==> config.mk <==
export PLATFORM = sky130hd
export DESIGN_NAME = pmrc_top
export DESIGN_NICKNAME = d
export VERILOG_FILES = /design/src/common/pmrc_pkg.sv /design/src/design/pmrc_top.sv
export VERILOG_INCLUDE_DIRS = /design/src /design/src/common
export SDC_FILE = /design/constraint.sdc
export NUM_CORES = 1
export LEC_CHECK = 0
export ABC_AREA = 1
export BUFFER_PORTS_ARGS = -buffer_cell sky130_fd_sc_hd__clkbuf_2
export CORE_MARGIN = 1
export CORE_UTILIZATION = 45
export CTS_CLUSTER_DIAMETER = 50
export DETAILED_ROUTE_END_ITERATION = 12
export MAX_ROUTING_LAYER = met4
export PLACE_DENSITY = 0.67
export SYNTH_ARGS = -nofsm -noshare
export SYNTH_HDL_FRONTEND = slang
export SYNTH_SLANG_ARGS = --single-unit
==> constraint.sdc <==
create_clock -name ref_clk -period 5.4 [get_ports ref_clk]
set_clock_uncertainty 0.1 [all_clocks]
set_input_delay 0.27 -clock ref_clk [delete_from_list [all_inputs] [get_ports ref_clk]]
set_output_delay 0.27 -clock ref_clk [all_outputs]
set_load 0.05 [all_outputs]
==> src/common/pmrc_regs.svh <==
// Register map, field positions, reset values and timing constants of the
// power-mode and reset-control block. Definitions only; include by bare name.
`ifndef PMRC_REGS_SVH
`define PMRC_REGS_SVH

// Byte addresses on the register port
`define PMRC_RSR_ADDR        32'h0100_0008
`define PMRC_OPC_ADDR        32'h0100_0010
`define PMRC_LPC_ADDR        32'h0100_0014

// Oscillator and power control fields and reset value
`define PMRC_OPC_RESET       32'h0000_1500
`define PMRC_OPC_WMASK       32'h0000_FF74
`define PMRC_OPC_ST_HI       15
`define PMRC_OPC_ST_LO       8
`define PMRC_OPC_SUSPN_BIT   6
`define PMRC_OPC_BYP_BIT     5
`define PMRC_OPC_XON_BIT     4
`define PMRC_OPC_SCS_BIT     2

// Low-power control fields and reset value
`define PMRC_LPC_RESET       32'h0000_0000
`define PMRC_LPC_DUTY_HI     7
`define PMRC_LPC_DUTY_LO     3
`define PMRC_LPC_DOZE_BIT    2
`define PMRC_LPC_LPM_HI      1
`define PMRC_LPC_LPM_LO      0
`define PMRC_LPM_IDLE        2'h0
`define PMRC_LPM_SLEEP       2'h1

// Reset cause status fields
`define PMRC_RSR_WR_BIT      1
`define PMRC_RSR_PR_BIT      0

// Timing
`define PMRC_CLK_PERIOD_NS   25
`define PMRC_POR_STRETCH_MS  40
`define PMRC_WDT_STRETCH_MS  10
`define PMRC_NS_PER_MS       1000000
`define PMRC_DUTY_SLOTS      5'h1F
`define PMRC_SLOW_DIV_W      9
`define PMRC_STAB_UNIT_LOG2  4

`endif

==> src/common/pmrc_pkg.sv <==
// Types shared by the power-mode and reset-control block.
// Assumes the constants of pmrc_regs.svh for field widths.
package pmrc_pkg;

	// Register port request
	typedef struct packed {
		logic [31:0] addr;   // Byte address
		logic [31:0] wdata;  // Write data
		logic        wr;     // Write strobe
		logic        rd;     // Read strobe
	} pmrc_bus_req_t;

	// Clock and power controls sent to the rest of the chip
	typedef struct packed {
		logic core_clock_en;     // Core clock gate
		logic periph_clock_en;   // Peripheral clock gate
		logic pll_en;            // PLL running
		logic crystal_direct;    // Clocks taken straight from the crystal
		logic crystal_en;        // Crystal oscillator running
		logic clock_output_en;   // External clock output pin running
		logic arbiter_hold;      // Arbiter grants no further request
		logic self_refresh_req;  // Memory controller to self-refresh
	} pmrc_clk_ctrl_t;

	// Power mode sequencer, one-hot
	typedef enum logic [5:0] {
		PMRC_ST_RUN   = 6'h01,
		PMRC_ST_IWAIT = 6'h02,
		PMRC_ST_IDLE  = 6'h04,
		PMRC_ST_DRAIN = 6'h08,
		PMRC_ST_SLEEP = 6'h10,
		PMRC_ST_WAKE  = 6'h20
	} pmrc_state_t;

endpackage

==> src/design/pmrc_top.sv <==
// Power-mode and reset-control block: oscillator/power control, low-power
// control, doze slotting, idle and sleep sequencing, reset stretching and
// reset cause recording. Assumes ref_clk is the crystal clock and that the
// core, arbiter and memory controller run on it; reset pin and 32 kHz clock
// arrive asynchronously.
//
// Summary of operation
// [RULE_01] 32-bit oscillator control register, resets 0x00001500
// [RULE_02] Bits 15:8 stabilize time, 16 slow periods
// [RULE_03] Bit 6 low forces transceiver suspend
// [RULE_04] Bit 4 keeps crystal running in sleep
// [RULE_05] Bit 2 picks 32 kHz or crystal/512
// [RULE_06] Reserved bits read zero, writes ignored
// [RULE_07] Doze halts core when its slot expires
// [RULE_08] Doze duty adjustable in 1/31 steps
// [RULE_09] Doze ends on write, interrupt, reset, SLEEP
// [RULE_10] Idle: wait core idle, stop core clock
// [RULE_11] Idle ends only on interrupt or reset
// [RULE_12] Sleep: hold arbiter, request SDRAM self-refresh
// [RULE_13] Stop clocks after bus idle and self-refresh
// [RULE_14] Sleep stops PLL and clock output pin
// [RULE_15] Sleep ends on interrupt, watchdog or pin reset
// [RULE_16] Watchdog cause bit set, cleared only by 0; a pin reset also clears it
// [RULE_17] Pin reset cause bit set, cleared by 0
// [RULE_18] Pin low: reset at once, stretch 40 ms
// [RULE_19] During reset PLL off, crystal clocks direct
// [RULE_20] Watchdog overflow asserts reset within two slow cycles
// [RULE_21] Watchdog reset held 10 ms, clears source
// [RULE_22] Low-power select: 00 idle, 01 sleep
// [RULE_23] Doze bit self-clears when doze cancelled
// [RULE_24] Duty field gives value over 31
`include "pmrc_regs.svh"

module pmrc_top #(
	parameter int POR_CYCLES = (`PMRC_POR_STRETCH_MS * `PMRC_NS_PER_MS) / `PMRC_CLK_PERIOD_NS,
	parameter int WDT_CYCLES = (`PMRC_WDT_STRETCH_MS * `PMRC_NS_PER_MS) / `PMRC_CLK_PERIOD_NS
) (
	input  wire logic                     ref_clk,
	input  wire logic                     srst,
	input  wire pmrc_pkg::pmrc_bus_req_t  bus_req,
	output logic [31:0]                   reg_rdata,
	input  wire logic                     external_reset_pin_n,
	input  wire logic                     slow_32k_clock,
	input  wire logic                     watchdog_overflow,
	input  wire logic                     sleep_exec,
	input  wire logic                     core_idle,
	input  wire logic                     irq,
	input  wire logic                     bus_idle,
	input  wire logic                     sdram_self_refresh,
	output logic                          internal_reset,
	output logic                          watchdog_source_clear,
	output pmrc_pkg::pmrc_clk_ctrl_t      clk_ctrl,
	output logic                          slow_clock_out,
	output logic                          transceiver_forced_suspend,
	output logic                          bypass_select,
	output logic                          doze_active
);

	localparam int PW = $clog2(POR_CYCLES + 1);  // Stretch counter widths
	localparam int WW = $clog2(WDT_CYCLES + 1);
	localparam logic [PW-1:0] POR_LOAD = PW'(POR_CYCLES);
	localparam logic [WW-1:0] WDT_LOAD = WW'(WDT_CYCLES);

	// Synchronisers and stretch counters
	logic          rpin_m_q, rpin_s_q;            // Reset pin, two stages
	logic          s32_m_q, s32_s_q, s32_p_q;     // 32 kHz clock, two stages plus history
	logic [PW-1:0] por_cnt_q, por_cnt_d;          // Power-on stretch remaining
	logic [WW-1:0] wdt_cnt_q, wdt_cnt_d;          // Watchdog stretch remaining
	// Registers
	logic [31:0]   opc_q, opc_d;                  // Oscillator and power control
	logic [31:0]   lpc_q, lpc_d;                  // Low-power control
	logic [1:0]    rsr_q, rsr_d;                  // Reset cause bits
	logic [31:0]   rdata_q, rdata_d;              // Read data, one cycle late
	// Sequencing
	pmrc_pkg::pmrc_state_t st_q, st_d;            // Power mode state
	logic [4:0]    slot_q, slot_d;                // Doze slot position
	logic [`PMRC_SLOW_DIV_W-1:0] div_q;           // Crystal/512 divider
	logic [11:0]   stab_q, stab_d;                // Stabilize tick counter
	logic          slow_q;                        // Registered slow clock out

	// Reset sources
	wire pin_low   = ~rpin_s_q;
	wire por_busy  = (por_cnt_q != '0);
	wire wdt_busy  = (wdt_cnt_q != '0);
	wire wdt_event = watchdog_overflow & ~wdt_busy;
	wire int_rst   = pin_low | por_busy | wdt_busy;

	// Address decode
	wire sel_opc = (bus_req.addr == `PMRC_OPC_ADDR);
	wire sel_lpc = (bus_req.addr == `PMRC_LPC_ADDR);
	wire sel_rsr = (bus_req.addr == `PMRC_RSR_ADDR);
	wire wr_opc  = bus_req.wr & sel_opc;
	wire wr_lpc  = bus_req.wr & sel_lpc;
	wire wr_rsr  = bus_req.wr & sel_rsr;

	// Fields
	wire [7:0] stab_time = opc_q[`PMRC_OPC_ST_HI:`PMRC_OPC_ST_LO];
	wire       xon_sleep = opc_q[`PMRC_OPC_XON_BIT];
	wire       scs_32k   = opc_q[`PMRC_OPC_SCS_BIT];
	wire [4:0] duty      = lpc_q[`PMRC_LPC_DUTY_HI:`PMRC_LPC_DUTY_LO];
	wire       doze      = lpc_q[`PMRC_LPC_DOZE_BIT];
	wire [1:0] low_power_select       = lpc_q[`PMRC_LPC_LPM_HI:`PMRC_LPC_LPM_LO];

	// Slow tick: 32 kHz edge or crystal/512 wrap
	wire       edge_32k  = s32_s_q & ~s32_p_q;
	wire       div_wrap  = (div_q == '1);
	wire       slow_tick = scs_32k ? edge_32k : div_wrap;  // [RULE_05]
	wire [11:0] stab_end = {stab_time, {`PMRC_STAB_UNIT_LOG2{1'b0}}};  // [RULE_02]

	// Doze: core runs only inside its share of the 31 slots
	wire in_slot  = (slot_q < duty);  // [RULE_08] [RULE_24]
	wire doze_end = irq | sleep_exec | int_rst;  // [RULE_09]

	// Synchronisers; logic reads the second stage and the 32 kHz history, never the first stage
	always_ff @(posedge ref_clk) begin
		if (srst) begin
			rpin_m_q <= 1'b1;
			rpin_s_q <= 1'b1;
			s32_m_q  <= 1'b0;
			s32_s_q  <= 1'b0;
			s32_p_q  <= 1'b0;
		end else begin
			rpin_m_q <= external_reset_pin_n;
			rpin_s_q <= rpin_m_q;
			s32_m_q  <= slow_32k_clock;
			s32_s_q  <= s32_m_q;
			s32_p_q  <= s32_s_q;
		end
	end

	// Stretch counters: the pin reloads for as long as it is low
	always_comb begin
		por_cnt_d = por_cnt_q;
		if (pin_low)
			por_cnt_d = POR_LOAD;  // [RULE_18]
		else if (por_busy)
			por_cnt_d = por_cnt_q - PW'(1);
		wdt_cnt_d = wdt_cnt_q;
		if (pin_low)
			wdt_cnt_d = '0;  // Pin reset takes over from a watchdog reset
		else if (wdt_event)
			wdt_cnt_d = WDT_LOAD;  // [RULE_20] [RULE_21]
		else if (wdt_busy)
			wdt_cnt_d = wdt_cnt_q - WW'(1);
	end

	// Counter flops
	always_ff @(posedge ref_clk) begin
		if (srst) begin
			por_cnt_q <= '0;
			wdt_cnt_q <= '0;
		end else begin
			por_cnt_q <= por_cnt_d;
			wdt_cnt_q <= wdt_cnt_d;
		end
	end

	// Register next values; internal reset restores control registers
	always_comb begin
		opc_d = opc_q;
		lpc_d = lpc_q;
		if (int_rst) begin
			opc_d = `PMRC_OPC_RESET;  // [RULE_01]
			lpc_d = `PMRC_LPC_RESET;
		end else begin
			if (wr_opc)
				opc_d = bus_req.wdata & `PMRC_OPC_WMASK;  // [RULE_06]
			if (wr_lpc)
				lpc_d = {24'h00_0000, bus_req.wdata[7:0]};
			// Hardware cancel wins over a software set in the same cycle
			if (doze_end)
				lpc_d[`PMRC_LPC_DOZE_BIT] = 1'b0;  // [RULE_23]
		end
	end

	// Cause bits: a new reset clears the other cause; set beats clear
	always_comb begin
		rsr_d = rsr_q;
		if (wr_rsr)
			rsr_d = rsr_q & bus_req.wdata[1:0];  // [RULE_16] [RULE_17]
		if (pin_low) begin
			rsr_d[`PMRC_RSR_PR_BIT] = 1'b1;  // [RULE_17]
			rsr_d[`PMRC_RSR_WR_BIT] = 1'b0;
		end else if (wdt_event) begin
			rsr_d[`PMRC_RSR_WR_BIT] = 1'b1;  // [RULE_16]
			rsr_d[`PMRC_RSR_PR_BIT] = 1'b0;
		end
	end

	// Read mux; unmapped addresses read zero
	always_comb begin
		rdata_d = 32'h0000_0000;
		if (bus_req.rd) begin
			if (sel_opc)
				rdata_d = opc_q;  // [RULE_06]
			else if (sel_lpc)
				rdata_d = lpc_q;
			else if (sel_rsr)
				rdata_d = {30'h0000_0000, rsr_q};
		end
	end

	// Register flops
	always_ff @(posedge ref_clk) begin
		if (srst) begin
			opc_q   <= `PMRC_OPC_RESET;  // [RULE_01]
			lpc_q   <= `PMRC_LPC_RESET;
			rsr_q   <= 2'h0;
			rdata_q <= 32'h0000_0000;
		end else begin
			opc_q   <= opc_d;
			lpc_q   <= lpc_d;
			rsr_q   <= rsr_d;
			rdata_q <= rdata_d;
		end
	end

	// Power mode sequencer
	always_comb begin
		st_d   = st_q;
		stab_d = stab_q;
		unique case (st_q)
			pmrc_pkg::PMRC_ST_RUN: begin
				// Reserved select codes leave the core running
				if (sleep_exec && low_power_select == `PMRC_LPM_IDLE)
					st_d = pmrc_pkg::PMRC_ST_IWAIT;  // [RULE_22]
				else if (sleep_exec && low_power_select == `PMRC_LPM_SLEEP)
					st_d = pmrc_pkg::PMRC_ST_DRAIN;  // [RULE_22]
			end
			pmrc_pkg::PMRC_ST_IWAIT: begin
				// Core clock still runs so the current operation can finish
				if (core_idle)
					st_d = pmrc_pkg::PMRC_ST_IDLE;  // [RULE_10]
			end
			pmrc_pkg::PMRC_ST_IDLE: begin
				// Only an interrupt wakes here; resets are taken below
				if (irq)
					st_d = pmrc_pkg::PMRC_ST_RUN;  // [RULE_11]
			end
			pmrc_pkg::PMRC_ST_DRAIN: begin
				// Core clock is off; PLL and peripheral clocks keep running until bus and memory both confirm
				if (bus_idle && sdram_self_refresh)
					st_d = pmrc_pkg::PMRC_ST_SLEEP;  // [RULE_13]
			end
			pmrc_pkg::PMRC_ST_SLEEP: begin
				stab_d = 12'h000;
				if (irq)
					st_d = xon_sleep ? pmrc_pkg::PMRC_ST_RUN : pmrc_pkg::PMRC_ST_WAKE;  // [RULE_15]
			end
			pmrc_pkg::PMRC_ST_WAKE: begin
				// Crystal restarted; wait out its stabilize time
				if (stab_q >= stab_end)
					st_d = pmrc_pkg::PMRC_ST_RUN;  // [RULE_02]
				else if (slow_tick)
					stab_d = stab_q + 12'h001;
			end
		endcase
		// A reset from any source overrides every mode
		if (int_rst) begin
			st_d   = pmrc_pkg::PMRC_ST_RUN;  // [RULE_15]
			stab_d = 12'h000;
		end
	end

	// Doze slot counter runs 0..30 and wraps
	always_comb begin
		slot_d = slot_q + 5'h01;
		if (slot_q == `PMRC_DUTY_SLOTS - 5'h01)
			slot_d = 5'h00;
	end

	// Sequencer and slot flops
	always_ff @(posedge ref_clk) begin
		if (srst) begin
			st_q   <= pmrc_pkg::PMRC_ST_RUN;
			stab_q <= 12'h000;
			slot_q <= 5'h00;
		end else begin
			st_q   <= st_d;
			stab_q <= stab_d;
			slot_q <= slot_d;
		end
	end

	// Divider and slow clock output, both free running on the crystal
	always_ff @(posedge ref_clk) begin
		if (srst) begin
			div_q  <= '0;
			slow_q <= 1'b0;
		end else begin
			div_q  <= div_q + `PMRC_SLOW_DIV_W'(1);
			slow_q <= scs_32k ? s32_s_q : div_q[`PMRC_SLOW_DIV_W-1];  // [RULE_05]
		end
	end

	// Clock controls
	wire run_st   = (st_q == pmrc_pkg::PMRC_ST_RUN);
	wire iwait_st = (st_q == pmrc_pkg::PMRC_ST_IWAIT);
	wire idle_st  = (st_q == pmrc_pkg::PMRC_ST_IDLE);
	wire drain_st = (st_q == pmrc_pkg::PMRC_ST_DRAIN);
	wire sleep_st = (st_q == pmrc_pkg::PMRC_ST_SLEEP);
	wire wake_st  = (st_q == pmrc_pkg::PMRC_ST_WAKE);
	// Arbiter stays held until the core runs again, so no access meets a stopped clock
	wire hold_st  = drain_st | sleep_st | wake_st;
	wire off_st   = sleep_st | wake_st;
	// Core keeps its registers while gated; only the clock stops
	assign clk_ctrl.core_clock_en    = (run_st & (~doze | in_slot)) | iwait_st;  // [RULE_07] [RULE_10]
	assign clk_ctrl.periph_clock_en  = ~off_st;  // [RULE_13]
	assign clk_ctrl.pll_en           = ~int_rst & ~off_st;  // [RULE_14] [RULE_19]
	assign clk_ctrl.crystal_direct   = int_rst;  // [RULE_19]
	assign clk_ctrl.crystal_en       = ~(sleep_st & ~xon_sleep);  // [RULE_04]
	assign clk_ctrl.clock_output_en  = ~off_st;  // [RULE_14]
	assign clk_ctrl.arbiter_hold     = hold_st;  // [RULE_12]
	assign clk_ctrl.self_refresh_req = hold_st;  // [RULE_12]

	assign internal_reset             = int_rst;  // [RULE_18] [RULE_20]
	assign watchdog_source_clear      = wdt_busy;  // [RULE_21]
	assign reg_rdata                  = rdata_q;
	assign slow_clock_out             = slow_q;
	assign transceiver_forced_suspend = ~opc_q[`PMRC_OPC_SUSPN_BIT];  // [RULE_03]
	assign bypass_select              = opc_q[`PMRC_OPC_BYP_BIT];
	assign doze_active                = doze & run_st;
endmodule // pmrc_top

==> flow_summary.ini, run 1 <==
[place]
post-dp-hpwl_um = 10200
dp.cells = 1176
portBuffers = 89
place_congestion = 0.860

[clock_tree]
clkSinkCount = 116
cts_buffer_depth = 2
cts_root_buf = clkbuf_16
cts_tree = built
htree_levels = 4
post-cts-setup-buffers = 0
path_clk_slew_ps = 60
cts_buffers = 17
clock_latency_ps = 420

[timing]
fin_crit_sh_pct = 54.2
timing.hold.ws_ps = 17.7
fin_crit_ps = 2920
clock.fmax_ghz = 0.342
tightestPinTransition_ps = 866
drv_slew = 0
hold_viol = 0
relSlewSlack_pct = 41.8
tns_ps = 0
rsz0062_at_grt = false
setup_viol = 0

[power_and_ir_drop]
switching_share_pct = 37.3
combPwrFrac_pct = 33.7
p_clk_share_pct = 34.9
seqPwrFrac_pct = 31.4
p_per_area_mw_per_mm2 = 461
power_switching_mw = 1.29
leakagePower_nw = 3.60
ir_drop_v = 0.000256
intPower_mw = 2.18

[cells_and_area]
layout_common_cells = 185 x nand2_1, 170 x nor2_1, 148 x inv_1
antenna-diode-count = 0
finalNetCount = 1127
syn_to_final_growth_pct = 19.3
num-fill-cells = 1303
layout_commonest_cell = nand2_1
layout-drive-gt1-share_pct = 15.5
instances_no_fill = 1218

[drt]
drtIter0Drc = 312
dr.pass1.iters = 5
vias = 5803
wire_per_inst_um = 11.4
finalWirelength_um = 13800
antenna_left = 0
viasPerCell = 4.76
drc = 0

[die]
die_w_um = 120
core_area_mm2 = 0.0135
die_y_um = 120
start_util_pct = 46.9
io_pins = 122
std_cell_rows = 42
die-area_mm2 = 0.0145

[min_path]
hp-class = primary input to flop

[synth]
synth_edf_count = 0
ys_seq_area_share_pct = 36.8
syn_area_mm2 = 0.00631
synthDistinctLibCells = 38
synth_flop_cell = dfxtp_1
ys_ff_latch = 116
synth_async_sr_flop_share_pct = 0
syn-instance-count = 931
synth_area_per_cell_um2 = 6.77
yosys_warnings = 0

[setup_path]
crit_arrival_ps = 2550
cp-end-kind = output pin
cp_max_fo = 8
critical_path_class = flop to output pin
setup.worst_path.start_class = flop
cp.required_ps = 5030

[global_routing]
grt_max_degree = 28
grt_first_pass_wirelength_um = 23100
grt_pass1_vias = 5079
overflow = 0
grt_use_total_pct = 20.8
grt_antenna_before_repair = 0

[run_status]
outcome = completed

[job]
drv_cap = 0
## registers in the layout (all words and copies together), names as in the netlist
register and flops:
rpin_m_q 1, s32_s_q 1, por_cnt_q 21, rsr_q 2, div_q 9, stab_q 12, s32_p_q 1, wdt_cnt_q 19
reg_rdata 16, lpc_q 8, rpin_s_q 1, slot_q 5, s32_m_q 1, opc_q 12, st_q 6, slow_clock_out 1
## worst max-delay path: stages (launching register included)
cell,delay (ps)
dfxtp_1,320
inv_1,210
ha_1,250
nand4_1,160
nor3_4,380
nand2_1,210
nor3_1,270
clkbuf_2,340
## worst paths after layout
kind | to | cells past startpoint | slack, ps | start
worst max-delay path | clk_ctrl[5] | 7 | 2480 | wdt_cnt_q[0]
worst min register to register | s32_s_q | 2 | 300 | s32_m_q
worst min-delay path | opc_q[6] | 3 | 20 | bus_req[8]
worst max register to register | wdt_cnt_q[4] | 9 | 3010 | wdt_cnt_q[0]
## metrics by stage
step	setup slack [ps]	total power, mW	area, um2	utilization (%)
3_3_place_gp	2840	2.25	6780	50.4
5_1_grt	2280	3.71	7520	55.9
3_5_place_dp	2860	2.25	6780	50.4
6_report	2480	3.47	7520	55.9
2_1_floorplan	2370	2.04	6360	-
4_1_cts	2430	3.49	7520	55.9
## repair_timing
| item | CTS | global route |
|---|---|---|
| endpoints found under the hold margin | 10 | 0 |
| hold buffers | 10 | 0 |
| gates resized for setup | 0 | 0 |
## synth_stat cells (5+ instances only)
cell type | instances | area (um2)
inv_1 | 148 | 556
a21oi_1 | 43 | 215
ha_1 | 22 | 275
dfxtp_1 | 116 | 2320
nor2_1 | 170 | 638
nor3_1 | 14 | 70.1
nand3_1 | 59 | 295
nor2_2 | 8 | 50.1
o21ai_0 | 23 | 115
xor2_1 | 13 | 114
xnor2_1 | 5 | 43.8
buf_4 | 23 | 173
clkbuf_1 | 7 | 26.3
nand2_1 | 185 | 694
nand4_1 | 38 | 238
or2_2 | 9 | 56.3
## kinds of logic after synthesis
group                      after synthesis  share of synthesized area, %
buffers and inverters                  189                          13.2
adders and majority gates               22                          4.37
other                                    1                        0.0595
AOI/OAI and AO/OA                       74                          6.23
xor gates and xnor gates                18                          2.50
and+or+nand+nor                        511                          36.8
DFF                                    116                          36.8
## layout make-up
cell class	count	area (um2)	share of cell area, %
Timing Repair Buffer	100	553	7.35
Multi-Input combinational cell	641	3210	42.6
Tap cell	176	220	2.93
Clock buffer	18	439	5.84
Inverter	153	579	7.70
Clock inverter	14	204	2.71
Sequential cell	116	2320	30.9
## power by group through the flow
stage               combinational, mW  sequential, mW  clock [mW]
CTS                              1.17            1.09        1.24
global placement                 1.14            1.10           0
finish                           1.17            1.09        1.21
global route                     1.33            1.11        1.28
detailed placement               1.15            1.10           0
floorplan                       0.959            1.08           0
## per-layer routing
metal  global-route usage (%)  vias up  routed length, um
met5                        -        -                  0
met4                     8.95        0                242
met3                     4.53       22                771
met2                     31.1      163               5840
met1                     27.1     2527               6990
li1                         -     3091                  -
Note: power is estimated with default switching activity, not from simulation.
==> run 2: changes to the inputs <==
PLACE_DENSITY = 0.7   (was 0.67)
clock period = 2.6 ns   (was 5.4 ns; I/O delays follow)
==> run 2 against run 1 <==
Via count is 1.9% higher. Non-clock buffer count rose by 20. Final area rose by 1.7%. Clock-buffer cell count up 3. Highest routed layer unchanged.
==> flow_summary.ini, run 2 (same netlist as run 1, synthesis figures left out) <==
[global_routing]
grt_max_degree = 28
overflow = 0
grt_first_pass_wirelength_um = 23700
grt_pass1_vias = 5157
grt_antenna_before_repair = 0
grt_use_total_pct = 21.2

[min_path]
hp-class = primary input to flop

[cells_and_area]
layout-drive-gt1-share_pct = 15.8
finalNetCount = 1147
largest_register_ffs = 21
layout_commonest_cell = nand2_1
antenna-diode-count = 0
largest-register = por_cnt_q
syn_to_final_growth_pct = 21.4
layout_common_cells = 185 x nand2_1, 169 x nor2_1, 147 x inv_1

[drt]
finalWirelength_um = 14400
wire_per_inst_um = 11.7
drtIter0Drc = 394
dr.pass1.iters = 5
drc = 0
viasPerCell = 4.78
antenna_left = 0
vias = 5915

[die]
start_util_pct = 46.9
die_y_um = 120
die_w_um = 120
core_area_mm2 = 0.0135
io_pins = 122
std_cell_rows = 42
die-area_mm2 = 0.0145

[timing]
drv_slew = 0
setup_viol = 0
rsz0062_at_grt = false
fin_crit_ps = 2420
fin_crit_sh_pct = 93.1
tightestPinTransition_ps = 657
relSlewSlack_pct = 55.9
timing.hold.ws_ps = 4.51
clock.fmax_ghz = 0.413
hold_viol = 0
tns_ps = 0

[setup_path]
cp-end-kind = output pin
critical_path_class = flop to output pin
crit_arrival_ps = 2190
cp.required_ps = 2370
cp_max_fo = 5
setup.worst_path.start_class = flop

[clock_tree]
clock_latency_ps = 420
cts_tree = built
clkSinkCount = 116
path_clk_slew_ps = 50
cts_root_buf = clkbuf_16
post-cts-setup-buffers = 0
htree_levels = 4
cts_buffers = 17
cts_buffer_depth = 2

[power_and_ir_drop]
total_power_mw = 7.00
ir_drop_v = 0.000579
leakagePower_nw = 3.66
p_per_area_mw_per_mm2 = 914

[place]
place_congestion = 0.878
post-dp-hpwl_um = 10400
portBuffers = 89

[job]
drv_cap = 0

[run_status]
outcome = completed
run 2: changes by cell type in the layout (fill, tap and decap cells not counted), moves of 2 or more:
cell,delta
dlygate4sd3_1,+13
inv_6,-2
clkinv_4,-5
bufinv_16,-2
clkbuf_1,+3
nor3_1,-2
clkinv_2,+5
buf_4,+7
run 2: path summary, 6_finish.rpt:
kind              slack (ps)    startpoint  cells after the start           to
hold / removal             5    sleep_exec                      4      st_q[0]
hold reg to reg          300       s32_m_q                      2      s32_s_q
setup reg to reg         210  por_cnt_q[0]                     11     lpc_q[2]
setup / recovery         180  por_cnt_q[0]                      9  clk_ctrl[5]
run 2: metrics by stage:
| step | cell area, um2 | utilization (%) | setup WS [ps] | std cells |
|---|---|---|---|---|
| detailed placement | 6840 | 50.8 | 358 | 1183 |
| floorplan | 6370 | - | 141 | 946 |
| global placement | 6840 | 50.8 | 382 | 1183 |
| global route | 7650 | 56.9 | 8.16 | 1237 |
| finish | 7650 | 56.9 | 179 | 1237 |
| CTS | 7630 | 56.7 | 4.54 | 1237 |
run 2: final cells by class:
type                    instances  area, um2
fillers                      1303       5800
multi-input cells             641       3220
flip-flops and latches        116       2320
repair buffers                120        742
inverters                     153        587
clock buffers                  21        450
well taps                     176        220
clock inverters                10        109
run 2: worst max-delay path, stage by stage, from the launching register on:
cell and delay (ps):
dfxtp_1 350, inv_2 110, ha_1 190, nand2_1 90, nor2_2 190, nand4_4 140
nor2_4 150, nand2_1 170, nor3_4 190, buf_6 180
run 2: metal layers:
| metal | up-vias | global-route usage [%] | wire length (um) |
|---|---|---|---|
| met5 | - | - | 0 |
| li1 | 3122 | - | - |
| met1 | 2621 | 27.4 | 7020 |
| met3 | 20 | 4.58 | 711 |
| met2 | 152 | 32.7 | 6430 |
| met4 | 0 | 7.48 | 250 |
run 2: timing repair:
| action | CTS | global route |
|---|---|---|
| hold buffers | 23 | 0 |
| setup endpoints to repair | 1 | 4 |
| hold endpoints to repair | 24 | 0 |
| gates resized for setup | 1 | 8 |
run 2: report_power, final:
group          switching, mW  internal, mW  total [mW]
Combinational           1.61         0.892        2.50
Sequential             0.230          2.04        2.27
Clock                  0.814          1.42        2.23
Total                   2.65          4.35        7.00
